### src/logic/lhcr_pkg.sv
// Package: offsets, fields, reset values and timing for the link control bank
package lhcr_pkg;

  // ******************************************************************
  // Register offsets (byte addresses)
  // ******************************************************************
  localparam logic [11:0] OFS_CTRL_SET   = 12'h050;
  localparam logic [11:0] OFS_CTRL_CLR   = 12'h054;
  localparam logic [11:0] OFS_SELF_ID    = 12'h064;
  localparam logic [11:0] OFS_EVENT_SET  = 12'h080;
  localparam logic [11:0] OFS_EVENT_CLR  = 12'h084;
  localparam logic [11:0] OFS_MISC_CFG   = 12'h1f0;
  localparam logic [11:0] OFS_PHY_A_LO   = 12'h0dc;
  localparam logic [11:0] OFS_PHY_A_HI   = 12'h0f0;
  localparam logic [11:0] OFS_PHY_B_LO   = 12'h100;
  localparam logic [11:0] OFS_PHY_B_HI   = 12'h11c;
  localparam int          PHY_A_WORDS    = 6;
  localparam int          PHY_WORDS      = 14;

  // ******************************************************************
  // Field positions
  // ******************************************************************
  localparam int BIT_NO_SWAP     = 30;
  localparam int BIT_TARDY_EN    = 29;
  localparam int BIT_PROG_PERMIT = 23;
  localparam int BIT_PHY_ENH     = 22;
  localparam int BIT_LINK_POWER  = 19;
  localparam int BIT_POSTED_WR   = 18;
  localparam int BIT_LINK_ON     = 17;
  localparam int BIT_SW_RESET    = 16;
  localparam int BIT_EV_TARDY    = 27;
  localparam int BIT_ABORT_DIS   = 4;
  localparam int SELF_ID_LSB     = 11;

  // ******************************************************************
  // Reset values
  // ******************************************************************
  localparam logic        RST_CTRL_BIT   = 1'b0;
  localparam logic        RST_PERMIT     = 1'b1;
  localparam logic [20:0] RST_SELF_ID    = 21'h00000;
  localparam logic [31:0] RD_ALL_ONES    = 32'hffffffff;

  // ******************************************************************
  // Timing
  // ******************************************************************
  localparam int CLK_MHZ          = 250;
  localparam int LCLK_STOP_NS     = 1000;
  localparam int LCLK_STOP_CYC    = (LCLK_STOP_NS * CLK_MHZ) / 1000;
  localparam int SWR_CYC          = 16;
  localparam int LPS_SETTLE_MS    = 10;

endpackage

### src/logic/lhcr_top.sv
// Link host control set/clear bank with self-ID pointer over APB
//
// Chosen here: the APB slave port.
`timescale 1ns/100ps
`default_nettype none

module lhcr_top
  import lhcr_pkg::*;
#(
  parameter int STOP_CYC = lhcr_pkg::LCLK_STOP_CYC,
  parameter int SWR_LEN  = lhcr_pkg::SWR_CYC
) (
  input  wire logic        CORE_CLK_I,
  input  wire logic        RESET_N_I,
  input  wire logic        PSEL_I,
  input  wire logic        PENABLE_I,
  input  wire logic        PWRITE_I,
  input  wire logic [11:0] PADDR_I,
  input  wire logic [31:0] PWDATA_I,
  output var  logic [31:0] PRDATA_O,
  output var  logic        PREADY_O,
  output var  logic        PSLVERR_O,
  input  wire logic        LINK_CLK_I,
  input  wire logic        EEPROM_LOAD_I,
  input  wire logic        EEPROM_PERMIT_I,
  input  wire logic        ASYNC_REQ_I,
  output var  logic        ACK_TARDY_O,
  output var  logic        NO_BYTE_SWAP_O,
  output var  logic        PHY_ENHANCE_O,
  output var  logic        LINK_POWER_O,
  output var  logic        POSTED_WRITE_O,
  output var  logic        LINK_ON_O,
  output var  logic        SOFT_RESET_O,
  output var  logic        LINK_CLK_STOPPED_O,
  output var  logic [31:0] SELF_ID_BASE_O
);
  import lhcr_pkg::*;

  // ******************************************************************
  // State
  // ******************************************************************
  logic        no_swap_q;
  logic        tardy_en_q;
  logic        permit_q;
  logic        phy_enh_q;
  logic        link_power_q;
  logic        posted_wr_q;
  logic        link_on_q;
  logic        sw_reset_q;
  logic [7:0]  swr_cnt_q;
  logic        ev_tardy_q;
  logic        abort_dis_q;
  logic [20:0] self_id_q;
  logic        ack_tardy_q;
  logic [31:0] phy_mem_q [PHY_WORDS];
  logic        lclk_s1_q;
  logic        lclk_s2_q;
  logic        lclk_s3_q;
  logic [15:0] stop_cnt_q;
  logic        stopped_q;
  logic        pready_q;
  logic        pslverr_q;
  logic [31:0] prdata_q;

  logic        lclk_rise;
  logic        access;
  logic        commit;
  logic        wr_commit;
  logic        is_phy;
  logic [3:0]  phy_idx;
  logic        mapped;
  logic        phy_ok;
  logic [31:0] ctrl_val;
  logic [31:0] rd_data;
  logic        wr_set;
  logic        wr_clr;
  logic        ev_set_hit;

  // ******************************************************************
  // Link clock sampling and stop detection
  // ******************************************************************
  always_ff @(posedge CORE_CLK_I or negedge RESET_N_I) begin
    if (!RESET_N_I) begin
      lclk_s1_q <= 1'b0;
      lclk_s2_q <= 1'b0;
      lclk_s3_q <= 1'b0;
    end else begin
      lclk_s1_q <= LINK_CLK_I;
      lclk_s2_q <= lclk_s1_q;
      lclk_s3_q <= lclk_s2_q;
    end
  end

  assign lclk_rise = lclk_s2_q & ~lclk_s3_q;

  // A clock that only halts between frames still counts as stopped
  always_ff @(posedge CORE_CLK_I or negedge RESET_N_I) begin
    if (!RESET_N_I) begin
      stop_cnt_q <= 16'h0000;
      stopped_q  <= 1'b1;
    end else if (lclk_rise) begin
      stop_cnt_q <= 16'h0000;
      stopped_q  <= 1'b0;
    end else if (stop_cnt_q >= 16'(STOP_CYC)) begin
      stopped_q  <= 1'b1;
    end else begin
      stop_cnt_q <= stop_cnt_q + 16'h0001;
    end
  end

  // ******************************************************************
  // APB decode
  // ******************************************************************
  assign access    = PSEL_I & PENABLE_I;
  assign commit    = access & pready_q;
  assign wr_commit = commit & PWRITE_I & ~pslverr_q;
  assign wr_set    = wr_commit & (PADDR_I == OFS_CTRL_SET);
  assign wr_clr    = wr_commit & (PADDR_I == OFS_CTRL_CLR);
  assign ev_set_hit = ack_tardy_q;

  always_comb begin
    is_phy  = 1'b0;
    phy_idx = 4'h0;
    if (PADDR_I[1:0] == 2'b00 && PADDR_I >= OFS_PHY_A_LO
        && PADDR_I <= OFS_PHY_A_HI) begin
      is_phy  = 1'b1;
      phy_idx = 4'((PADDR_I - OFS_PHY_A_LO) >> 2);
    end else if (PADDR_I[1:0] == 2'b00 && PADDR_I >= OFS_PHY_B_LO
        && PADDR_I <= OFS_PHY_B_HI) begin
      is_phy  = 1'b1;
      phy_idx = 4'(((PADDR_I - OFS_PHY_B_LO) >> 2) + 12'(PHY_A_WORDS));
    end
  end

  always_comb begin
    ctrl_val = 32'h00000000;
    ctrl_val[BIT_NO_SWAP]     = no_swap_q;
    ctrl_val[BIT_TARDY_EN]    = tardy_en_q;
    ctrl_val[BIT_PROG_PERMIT] = permit_q;
    ctrl_val[BIT_PHY_ENH]     = phy_enh_q;
    ctrl_val[BIT_LINK_POWER]  = link_power_q;
    ctrl_val[BIT_POSTED_WR]   = posted_wr_q;
    ctrl_val[BIT_LINK_ON]     = link_on_q;
    ctrl_val[BIT_SW_RESET]    = sw_reset_q;
  end

  always_comb begin
    rd_data = 32'h00000000;
    mapped  = 1'b1;
    if (is_phy) begin
      rd_data = phy_mem_q[phy_idx];
    end else begin
      unique case (PADDR_I)
        OFS_CTRL_SET, OFS_CTRL_CLR: begin
          rd_data = ctrl_val;
        end
        OFS_SELF_ID: begin
          rd_data = {self_id_q, 11'h000};
        end
        OFS_EVENT_SET, OFS_EVENT_CLR: begin
          rd_data[BIT_EV_TARDY] = ev_tardy_q;
        end
        OFS_MISC_CFG: begin
          rd_data[BIT_ABORT_DIS] = abort_dis_q;
        end
        default: begin
          mapped = 1'b0;
        end
      endcase
    end
  end

  // PHY-domain words answer on a sampled link edge, or at once while the link clock is flagged stopped
  assign phy_ok = ~is_phy | lclk_rise | stopped_q;

  // ******************************************************************
  // APB answer: one wait state, longer for the PHY domain
  // ******************************************************************
  always_ff @(posedge CORE_CLK_I or negedge RESET_N_I) begin
    if (!RESET_N_I) begin
      pready_q  <= 1'b0;
      pslverr_q <= 1'b0;
      prdata_q  <= 32'h00000000;
    end else if (access & ~pready_q & phy_ok) begin
      pready_q  <= 1'b1;
      pslverr_q <= ~mapped;
      prdata_q  <= PWRITE_I ? 32'h00000000 : rd_data;
      if (is_phy & stopped_q & ~lclk_rise) begin
        pslverr_q <= ~abort_dis_q;
        prdata_q  <= abort_dis_q ? RD_ALL_ONES : 32'h00000000;
      end
    end else begin
      pready_q  <= 1'b0;
      pslverr_q <= 1'b0;
      prdata_q  <= 32'h00000000;
    end
  end

  // ******************************************************************
  // Control set/clear bits
  // ******************************************************************
  always_ff @(posedge CORE_CLK_I or negedge RESET_N_I) begin
    if (!RESET_N_I) begin
      no_swap_q    <= RST_CTRL_BIT;
      tardy_en_q   <= RST_CTRL_BIT;
      link_power_q <= RST_CTRL_BIT;
    end else if (sw_reset_q) begin
      no_swap_q    <= RST_CTRL_BIT;
      tardy_en_q   <= RST_CTRL_BIT;
      link_power_q <= RST_CTRL_BIT;
    end else if (wr_set) begin
      no_swap_q    <= no_swap_q    | PWDATA_I[BIT_NO_SWAP];
      tardy_en_q   <= tardy_en_q   | PWDATA_I[BIT_TARDY_EN];
      link_power_q <= link_power_q | PWDATA_I[BIT_LINK_POWER];
    end else if (wr_clr) begin
      no_swap_q    <= no_swap_q    & ~PWDATA_I[BIT_NO_SWAP];
      tardy_en_q   <= tardy_en_q   & ~PWDATA_I[BIT_TARDY_EN];
      link_power_q <= link_power_q & ~PWDATA_I[BIT_LINK_POWER];
    end
  end

  always_ff @(posedge CORE_CLK_I or negedge RESET_N_I) begin
    if (!RESET_N_I) begin
      link_on_q <= RST_CTRL_BIT;
    end else if (sw_reset_q) begin
      link_on_q <= RST_CTRL_BIT;
    end else if (wr_set & PWDATA_I[BIT_LINK_ON]) begin
      link_on_q <= 1'b1;
    end else if (wr_clr & PWDATA_I[BIT_LINK_ON]) begin
      link_on_q <= 1'b0;
    end
  end

  // Ignored while the link runs, so DMA never sees a mid-stream change
  always_ff @(posedge CORE_CLK_I or negedge RESET_N_I) begin
    if (!RESET_N_I) begin
      posted_wr_q <= RST_CTRL_BIT;
    end else if (sw_reset_q) begin
      posted_wr_q <= RST_CTRL_BIT;
    end else if (~link_on_q & wr_set & PWDATA_I[BIT_POSTED_WR]) begin
      posted_wr_q <= 1'b1;
    end else if (~link_on_q & wr_clr & PWDATA_I[BIT_POSTED_WR]) begin
      posted_wr_q <= 1'b0;
    end
  end

  always_ff @(posedge CORE_CLK_I or negedge RESET_N_I) begin
    if (!RESET_N_I) begin
      phy_enh_q <= RST_CTRL_BIT;
    end else if (sw_reset_q) begin
      phy_enh_q <= RST_CTRL_BIT;
    end else if (wr_set & PWDATA_I[BIT_PHY_ENH] & permit_q & link_on_q) begin
      phy_enh_q <= 1'b1;
    end else if (wr_clr & PWDATA_I[BIT_PHY_ENH]) begin
      phy_enh_q <= 1'b0;
    end
  end

  // Soft reset leaves the permit alone; global reset sets it and only an EEPROM load can clear it
  always_ff @(posedge CORE_CLK_I or negedge RESET_N_I) begin
    if (!RESET_N_I) begin
      permit_q <= RST_PERMIT;
    end else if (EEPROM_LOAD_I) begin
      permit_q <= EEPROM_PERMIT_I;
    end
  end

  // ******************************************************************
  // Soft reset sequencing
  // ******************************************************************
  always_ff @(posedge CORE_CLK_I or negedge RESET_N_I) begin
    if (!RESET_N_I) begin
      sw_reset_q <= 1'b0;
      swr_cnt_q  <= 8'h00;
    end else if (sw_reset_q) begin
      if (swr_cnt_q == 8'(SWR_LEN - 1)) begin
        sw_reset_q <= 1'b0;
        swr_cnt_q  <= 8'h00;
      end else begin
        swr_cnt_q <= swr_cnt_q + 8'h01;
      end
    end else if (wr_set & PWDATA_I[BIT_SW_RESET]) begin
      sw_reset_q <= 1'b1;
    end
  end

  // ******************************************************************
  // Self-ID base and misc configuration
  // ******************************************************************
  always_ff @(posedge CORE_CLK_I or negedge RESET_N_I) begin
    if (!RESET_N_I) begin
      self_id_q <= RST_SELF_ID;
    end else if (sw_reset_q) begin
      self_id_q <= RST_SELF_ID;
    end else if (wr_commit & (PADDR_I == OFS_SELF_ID)) begin
      self_id_q <= PWDATA_I[31:SELF_ID_LSB];
    end
  end

  // Configuration space: soft reset does not touch it
  always_ff @(posedge CORE_CLK_I or negedge RESET_N_I) begin
    if (!RESET_N_I) begin
      abort_dis_q <= 1'b0;
    end else if (wr_commit & (PADDR_I == OFS_MISC_CFG)) begin
      abort_dis_q <= PWDATA_I[BIT_ABORT_DIS];
    end
  end

  // ******************************************************************
  // PHY-clock-domain words
  // ******************************************************************
  always_ff @(posedge CORE_CLK_I or negedge RESET_N_I) begin
    if (!RESET_N_I) begin
      for (int i = 0; i < PHY_WORDS; i++) begin
        phy_mem_q[i] <= 32'h00000000;
      end
    end else if (sw_reset_q) begin
      for (int i = 0; i < PHY_WORDS; i++) begin
        phy_mem_q[i] <= 32'h00000000;
      end
    end else if (wr_commit & is_phy & ~stopped_q) begin
      phy_mem_q[phy_idx] <= PWDATA_I;
    end
  end

  // ******************************************************************
  // Tardy acknowledge and its event
  // ******************************************************************
  always_ff @(posedge CORE_CLK_I or negedge RESET_N_I) begin
    if (!RESET_N_I) begin
      ack_tardy_q <= 1'b0;
    end else begin
      ack_tardy_q <= ASYNC_REQ_I & tardy_en_q & link_on_q
                     & ~sw_reset_q;
    end
  end

  // New tardy answer beats a clear in the same cycle
  always_ff @(posedge CORE_CLK_I or negedge RESET_N_I) begin
    if (!RESET_N_I) begin
      ev_tardy_q <= 1'b0;
    end else if (ev_set_hit) begin
      ev_tardy_q <= 1'b1;
    end else if (sw_reset_q) begin
      ev_tardy_q <= 1'b0;
    end else if (wr_commit & PWDATA_I[BIT_EV_TARDY]
                 & (PADDR_I == OFS_EVENT_SET)) begin
      ev_tardy_q <= 1'b1;
    end else if (wr_commit & PWDATA_I[BIT_EV_TARDY]
                 & (PADDR_I == OFS_EVENT_CLR)) begin
      ev_tardy_q <= 1'b0;
    end
  end

  // ******************************************************************
  // Outputs
  // ******************************************************************
  assign PRDATA_O           = prdata_q;
  assign PREADY_O           = pready_q;
  assign PSLVERR_O          = pslverr_q;
  assign ACK_TARDY_O        = ack_tardy_q;
  assign NO_BYTE_SWAP_O     = no_swap_q;
  assign PHY_ENHANCE_O      = phy_enh_q;
  assign LINK_POWER_O       = link_power_q;
  assign POSTED_WRITE_O     = posted_wr_q;
  assign LINK_ON_O          = link_on_q;
  assign SOFT_RESET_O       = sw_reset_q;
  assign LINK_CLK_STOPPED_O = stopped_q;
  assign SELF_ID_BASE_O     = {self_id_q, 11'h000};

endmodule

`default_nettype wire
### config.mk
export PLATFORM = sky130hd
export DESIGN_NAME = lhcr_top
export DESIGN_NICKNAME = d
export VERILOG_FILES = /design/src/logic/lhcr_pkg.sv /design/src/logic/lhcr_top.sv
export SDC_FILE = /design/constraint.sdc
export NUM_CORES = 1
export LEC_CHECK = 0
export BUFFER_PORTS_ARGS = -buffer_cell sky130_fd_sc_hd__buf_2
export CORE_MARGIN = 2
export CORE_UTILIZATION = 55
export CTS_CLUSTER_DIAMETER = 120
export DETAILED_ROUTE_END_ITERATION = 6
export PLACE_DENSITY = 0.84
export SLEW_MARGIN = 0
export SYNTH_ARGS = -nofsm -noshare
export SYNTH_HDL_FRONTEND = slang
export SYNTH_SLANG_ARGS = --single-unit
export TNS_END_PERCENT = 1
### constraint.sdc
create_clock -name CORE_CLK_I -period 2.9 [get_ports CORE_CLK_I]
set_input_delay 0.29 -clock CORE_CLK_I [delete_from_list [all_inputs] [get_ports CORE_CLK_I]]
set_output_delay 0.29 -clock CORE_CLK_I [all_outputs]
set_load 0.02 [all_outputs]
**Yosys cells after proc, flatten, opt, wreduce, memory -nomap -nowiden**

Index checks and enable logic that the tools add are counted.

- Magnitude comparators: 7
- Reduce and logical (&&, ||, !) cells: 17
- Equality and inequality tests: 8
- Bitwise gates (word level): 54
- $add $sub $neg: 5
- Multiplexer cells: 58

Operators with widths:

| cell | number |
|---|---|
| $mux 448 | 2 |
| $bwmux 448 | 1 |
| $mux 32 | 8 |
| $bmux 32 s4 | 1 |
| $demux 32 s4 | 1 |
| $pmux 22 s2 | 1 |
| $mux 21 | 2 |
| $eq 12x7->1 const B | 3 |
| $and 1x1->1 | 35 |
| $mux 1 | 35 |
| $mux 16 | 2 |
| $eq 12x8->1 const B | 2 |
| $add 16x1->16 const B | 1 |
| $ge 16x8->1 const B | 1 |
| $not 1->1 | 13 |
| $eq 12x9->1 const B | 1 |
| $ge 12x8->1 const B | 1 |
| $ge 12x9->1 const B | 1 |
| $le 12x8->1 const B | 1 |
| $le 12x9->1 const B | 1 |
| $reduce_bool 3->1 | 4 |
| $add 8x1->8 const B | 1 |
| $eq 8x4->1 const B | 1 |
| $mux 4 | 2 |
| 17 further kinds | 28 |

- Input port bits: 53
- Word-level logic and storage cells: 184
- Bits in registers: 542
- Output and inout bits: 74

**Logic depth before layout (Yosys ltp)**

- Word-level depth: 13
- Depth in mapped cells: 14
- Depth with buffers taken out: 10

**Least setup slack after synthesis**

No wires, ideal clock.

- Path type: input port to flip-flop
- Start point: input port PADDR_I[3]
- End point: register prdata_q[22], in the netlist PRDATA_O[22]
- Setup time: 88 ps
- Stages: 12
- Path buffers: 3
- Data arrival time: 2617 ps
- Slack: 196 ps
- Required time: 2812 ps
- Cell sequence: inv_1 ha_1 nand3b_1 and4_1 buf_2 o211ai_2 buf_2 buf_1 o22ai_1 o21ai_0 nand3_1 a211oi_2

- Cells in the longest elaborated chain, start to end: 13
- Elaborated cells on any way between the ends: 34
- Classes of those cells: 3 x add/sub; 4 x order compare; 3 x eq/ne; 12 x mux; 7 x bitwise; 5 x reduce/logical

RTL lines:

| item | RTL line | source |
|---|---|---|
| start, declared | lhcr_top.sv:18 | `input wire logic [11:0] PADDR_I,` |
| parallel branches: the longest is 12 deep, another holds $sub 6x1->6 | -- |  |
| $mux 32 * | lhcr_top.sv:184 | `end else if (access & ~pready_q & phy_ok) begin` |
| end signal, assigned | lhcr_top.sv:187 | `prdata_q <= PWRITE_I ? 32'h00000000 : rd_data;` |
| end signal, assigned | lhcr_top.sv:190 | `prdata_q <= abort_dis_q ? RD_ALL_ONES : 32'h00000000;` |
| end, declared | lhcr_top.sv:63 | `logic [31:0] prdata_q;` |

Mark *: on every way between the ends. The select of a mux whose other input is x is not followed.
A chain may end at the register's enable or synchronous reset.

**Worst setup path after layout**

- Start point: input port PADDR_I[10]
- End point: register prdata_q[27], in the netlist PRDATA_O[27]

- Cells in the longest elaborated chain, start to end: 13
- Elaborated cells on any way between the ends: 31
- Classes of those cells: 4 x order compare; 3 x eq/ne; 12 x mux; 7 x bitwise; 5 x reduce/logical

RTL lines:

| item | RTL line | source |
|---|---|---|
| $ge 12x9->1 | lhcr_top.sv:128 | `end else if (PADDR_I[1:0] == 2'b00 && PADDR_I >= OFS_PHY_B_LO` |
| $logic_and 1x1->1 | lhcr_top.sv:128 |  |
| $logic_and 1x1->1 | lhcr_top.sv:129 | `&& PADDR_I <= OFS_PHY_B_HI) begin` |
| $mux 4 | lhcr_top.sv:128 |  |
| $mux 4 | lhcr_top.sv:124 | `if (PADDR_I[1:0] == 2'b00 && PADDR_I >= OFS_PHY_A_LO` |
| $not 4->5 (implied by the code) | lhcr_top.sv:151 | `rd_data = phy_mem_q[phy_idx];` |
| $bmux 32 s4 | lhcr_top.sv:151 |  |
| $mux 32 (implied by the code) (2 in series) | lhcr_top.sv:151 |  |
| $mux 32 | lhcr_top.sv:150 | `if (is_phy) begin` |
| $mux 32 | lhcr_top.sv:187 |  |
| $mux 32 | lhcr_top.sv:188 | `if (is_phy & stopped_q & ~lclk_rise) begin` |
| $mux 32 * | lhcr_top.sv:184 |  |

Every way passes the cells marked *; elsewhere a longest branch is shown, timed or not. The select of a mux whose other input is x is not followed.

==> summary.txt <==
Status
  – Status: complete, but fails checks
  – Failing checks: DRC

Final layout
  – # fillers: 3408
  – # nets final: 3183
  – Share of layout cells above drive strength 1: 16.0%
  – Design Area, Final: 0.0303 sq mm
  – Area grow syn2layout: 19.4%
  – Post-route non-filler standard cell count: 3776

Placement
  – Hpwl dp: 59.4 mm
  – Pre-CTS WS: -0.178 ns
  – IO buf count: 115
  – Placed Area: 0.0281 sq mm
  – Routability Congestion: 0.963
  – Placed insts: 3659

Routing
  – Total number of vias: 25100
  – DRT Pass-1 Iters: 7
  – WL/cell: 24.6 microns
  – DRT iter0 DRCs: 4162
  – Via-to-Cell Ratio: 6.65
  – Remaining antenna violation count: 0
  – Drt total wl: 92.9 mm
  – DR DRC count: 2

Timing
  – Setup-failing EPs final: 0
  – Hold Slack: 0.0397 ns
  – Least-Margin Pin Slew: 0.761 ns
  – Fin crit period: 2.58 ns
  – RSZ-0062 raised after global routing: false
  – Final hold viol count: 0
  – Fmax: 0.387 GHz
  – PnR worst setup slack: 0.315 ns
  – Worst slew margin: 49.3%
  – Clock skew: 0.0106 ns
  – Final period util: 89.1%
  – Max-slew violations: 0

Clocking
  – TritonCTS clock tree: yes
  – Clock transition at path regs: 0.06 ns
  – CTS resizes: 0
  – Sink Count: 542
  – Clk_lat worst skew: 0.64 ns
  – Num CTS Buffers: 56
  – Root Driver: clkbuf_16
  – Htree depth: 2
  – CTS Buffer Depth: 3

Setup path
  – FF-to-FF Start: PSLVERR_O$_DFF_PN0_
  – Worst-path fanout max: 9
  – Worst R2R End: phy_mem_q[136]$_DFFE_PN0P_
  – Critical path data arrival time: 3.14 ns
  – R2R cell count: 9
  – R2R Setup Slk: 0.46 ns
  – Critical Path RT: 3.45 ns
  – Critical path class: in2reg
  – Worst setup SP type: input port
  – Endpoint class of the critical path: flip-flop

Global routing
  – Largest net degree at the start of global routing: 83
  – Antenna violations before repair: 8
  – First-pass GRT wire length: 141 mm
  – Gr usage total: 38.9%
  – Number of global-route vias before repair: 25200
  – Grt ovf: 0

Synthesis
  – Cells after Synth: 2986
  – Number of synthesized flops with an enable pin: 0
  – #FFs+latches synth: 542
  – Ranking of synthesized cells by area: dfrtp_1, nand2_1, a21oi_1
  – Yosys cell types: 77
  – Synthesized area: 0.0253 sq mm
  – Seq/Total Area, Yosys: 53.5%
  – Largest area contributor in the netlist: dfrtp_1
  – Most common flop cell mapped by yosys: dfrtp_1
  – Warnings, synthesis: 0
  – Ys async rst share: 100%
  – Mean post-synth cell area: 8.49 sq um
  – Post-synth top area share: 53.3%

Worst hold path
  – Cells on Worst Hold Path: 3
  – Worst hold start: PWDATA_I[10]
  – Hold Crit Class: in2reg
  – Hold path endpoint: phy_mem_q[330]$_DFFE_PN0P_

Power and ir drop
  – Pwr per Cell Area: 550 mW/mm^2
  – LEAKAGE: 13.4 nW
  – Max VDD drop: 541 uV

Floorplan
  – Overall die height: 219 microns
  – I/O Pins: 127
  – Starting Density: 55.8%
  – Core footprint: 0.0454 sq mm
  – Row cnt: 78
  – Chip width: 219 microns
  – Die Area: 0.0478 sq mm

Job
  – Max-Cap Viols: 0
[worst max path at each step]
stage	start	depth (start not counted)	end
floorplan	PADDR_I[3]	12	PRDATA_O[22]$_DFF_PN0_
finish	PADDR_I[10]	11	PRDATA_O[27]$_DFF_PN0_
global placement	PADDR_I[10]	10	PRDATA_O[27]$_DFF_PN0_
detailed placement	PADDR_I[10]	10	PRDATA_O[18]$_DFF_PN0_
global route	PADDR_I[10]	11	PRDATA_O[27]$_DFF_PN0_
CTS	PADDR_I[10]	10	PRDATA_O[22]$_DFF_PN0_
[power breakdown]
part / switching, mW / leakage [nW] / internal, mW
clock: 3.21 / 1.05 / 5.08
sequential: 0.0286 / 7.55 / 7.59
combinational: 0.542 / 4.79 / 0.206
total: 3.78 / 13.4 / 12.9
[flip-flops by register name, indices dropped and copies added, names as in the netlist, 8 cells and up]
signal and count:
phy_mem_q 448, PRDATA_O 32, self_id_q 21, stop_cnt_q 16, swr_cnt_q 8
[synth_stat cells (3+ instances only)]
cell	n
nand2_1	988
dfrtp_1	540
a21oi_1	536
clkbuf_1	209
o22ai_1	130
nor2_1	95
o21ai_0	86
a221oi_1	49
buf_2	43
nand3_1	30
nand2b_1	19
and2_1	15
buf_4	14
nor3_1	14
a211oi_1	13
o22a_1	12
inv_1	9
or3_1	9
ha_1	8
or2_2	8
a211oi_2	7
a221o_1	7
a31o_2	7
buf_1	7
nand4_1	7
xor2_1	7
a21o_1	6
nor4_1	6
o21a_1	6
xnor2_1	6
a22oi_1	5
a31oi_1	5
mux2_2	5
o21ai_1	5
and4_1	4
buf_6	4
o2111ai_1	4
o32a_1	4
a32oi_1	3
o221ai_1	3
o32ai_1	3
[stage by stage]
| step | setup TNS (ns) | total power [mW] | util (%) |
|---|---|---|---|
| global placement | -2.06 | 8.46 | 61.9 |
| global route | 0 | 17.1 | 66.7 |
| detailed placement | -2.36 | 8.48 | 61.9 |
| floorplan | 0 | 8.06 | - |
| CTS | 0 | 16.6 | 66.6 |
| finish | 0 | 16.7 | 66.7 |
[critical path, stage by stage]
cell and delay [ns]:
buf_2 0.11, nor4_2 0.44, nand4_1 0.31, buf_4 0.23, o21ai_2 0.19, and2_4 0.30, buf_4 0.25, o22ai_1 0.09
o21ai_0 0.26, nand3_1 0.32, a211oi_1 0.30
[cells by family after synthesis]
group / count (synthesis) / synth area share [%]
AO/OA/AOI/OAI: 912 / 21.1
XOR/XNOR: 13 / 0.449
adder cells (fa/ha/maj): 8 / 0.395
buffers and inverters: 287 / 4.79
flip-flops: 542 / 53.5
multiplexers: 7 / 0.301
other: 1 / 0.0148
AND/OR/NAND/NOR: 1216 / 19.4
[placed cells by master (no fill, tap or decap), types with 8 or more instances in the layout]
cell type and instances:
nand2_1 988, dfrtp_1 539, a21oi_1 534, buf_4 166, o22ai_1 129, buf_2 114, o21ai_0 86, nor2_1 83
buf_12 59, clkbuf_16 57, a221oi_1 49, nand3_1 30, nand2b_1 19, nor3_1 14, and2_1 14, bufinv_16 14
a211oi_1 13, clkinv_2 13, o22a_1 12, nor2_2 12, conb_1 11, inv_1 9, or3_1 9, clkbuf_8 9
or2_2 8, ha_1 8
[routing by layer]
metal / track usage, % / wire [microns] / vias to the layer above
met1: 46.0 / 31300 / 12100
met3: 11.3 / 11500 / 579
met5: 0 / 13 / -
met2: 59.5 / 41900 / 2003
met4: 30.7 / 8180 / 2
li1: - / - / 10500
[layout make-up]
| type | instances | area (sq um) | share of cell area, % |
|---|---|---|---|
| tap | 600 | 751 | 2.48 |
| inverter | 10 | 37.5 | 0.124 |
| multi-input combinational | 2167 | 10700 | 35.4 |
| timing repair buffer | 345 | 3060 | 10.1 |
| antenna | 6 | 15.0 | 0.0496 |
| sequential | 542 | 13600 | 44.8 |
| clock buffer | 73 | 1580 | 5.21 |
| clock inverter | 33 | 539 | 1.78 |
[what timing repair did]
| action | CTS | global route |
|---|---|---|
| endpoints found under the hold margin | 73 | 0 |
| buffers inserted | 0 | 0 |
| hold buffers | 5 | 0 |
No activity file was read; power rests on OpenSTA's default activity.
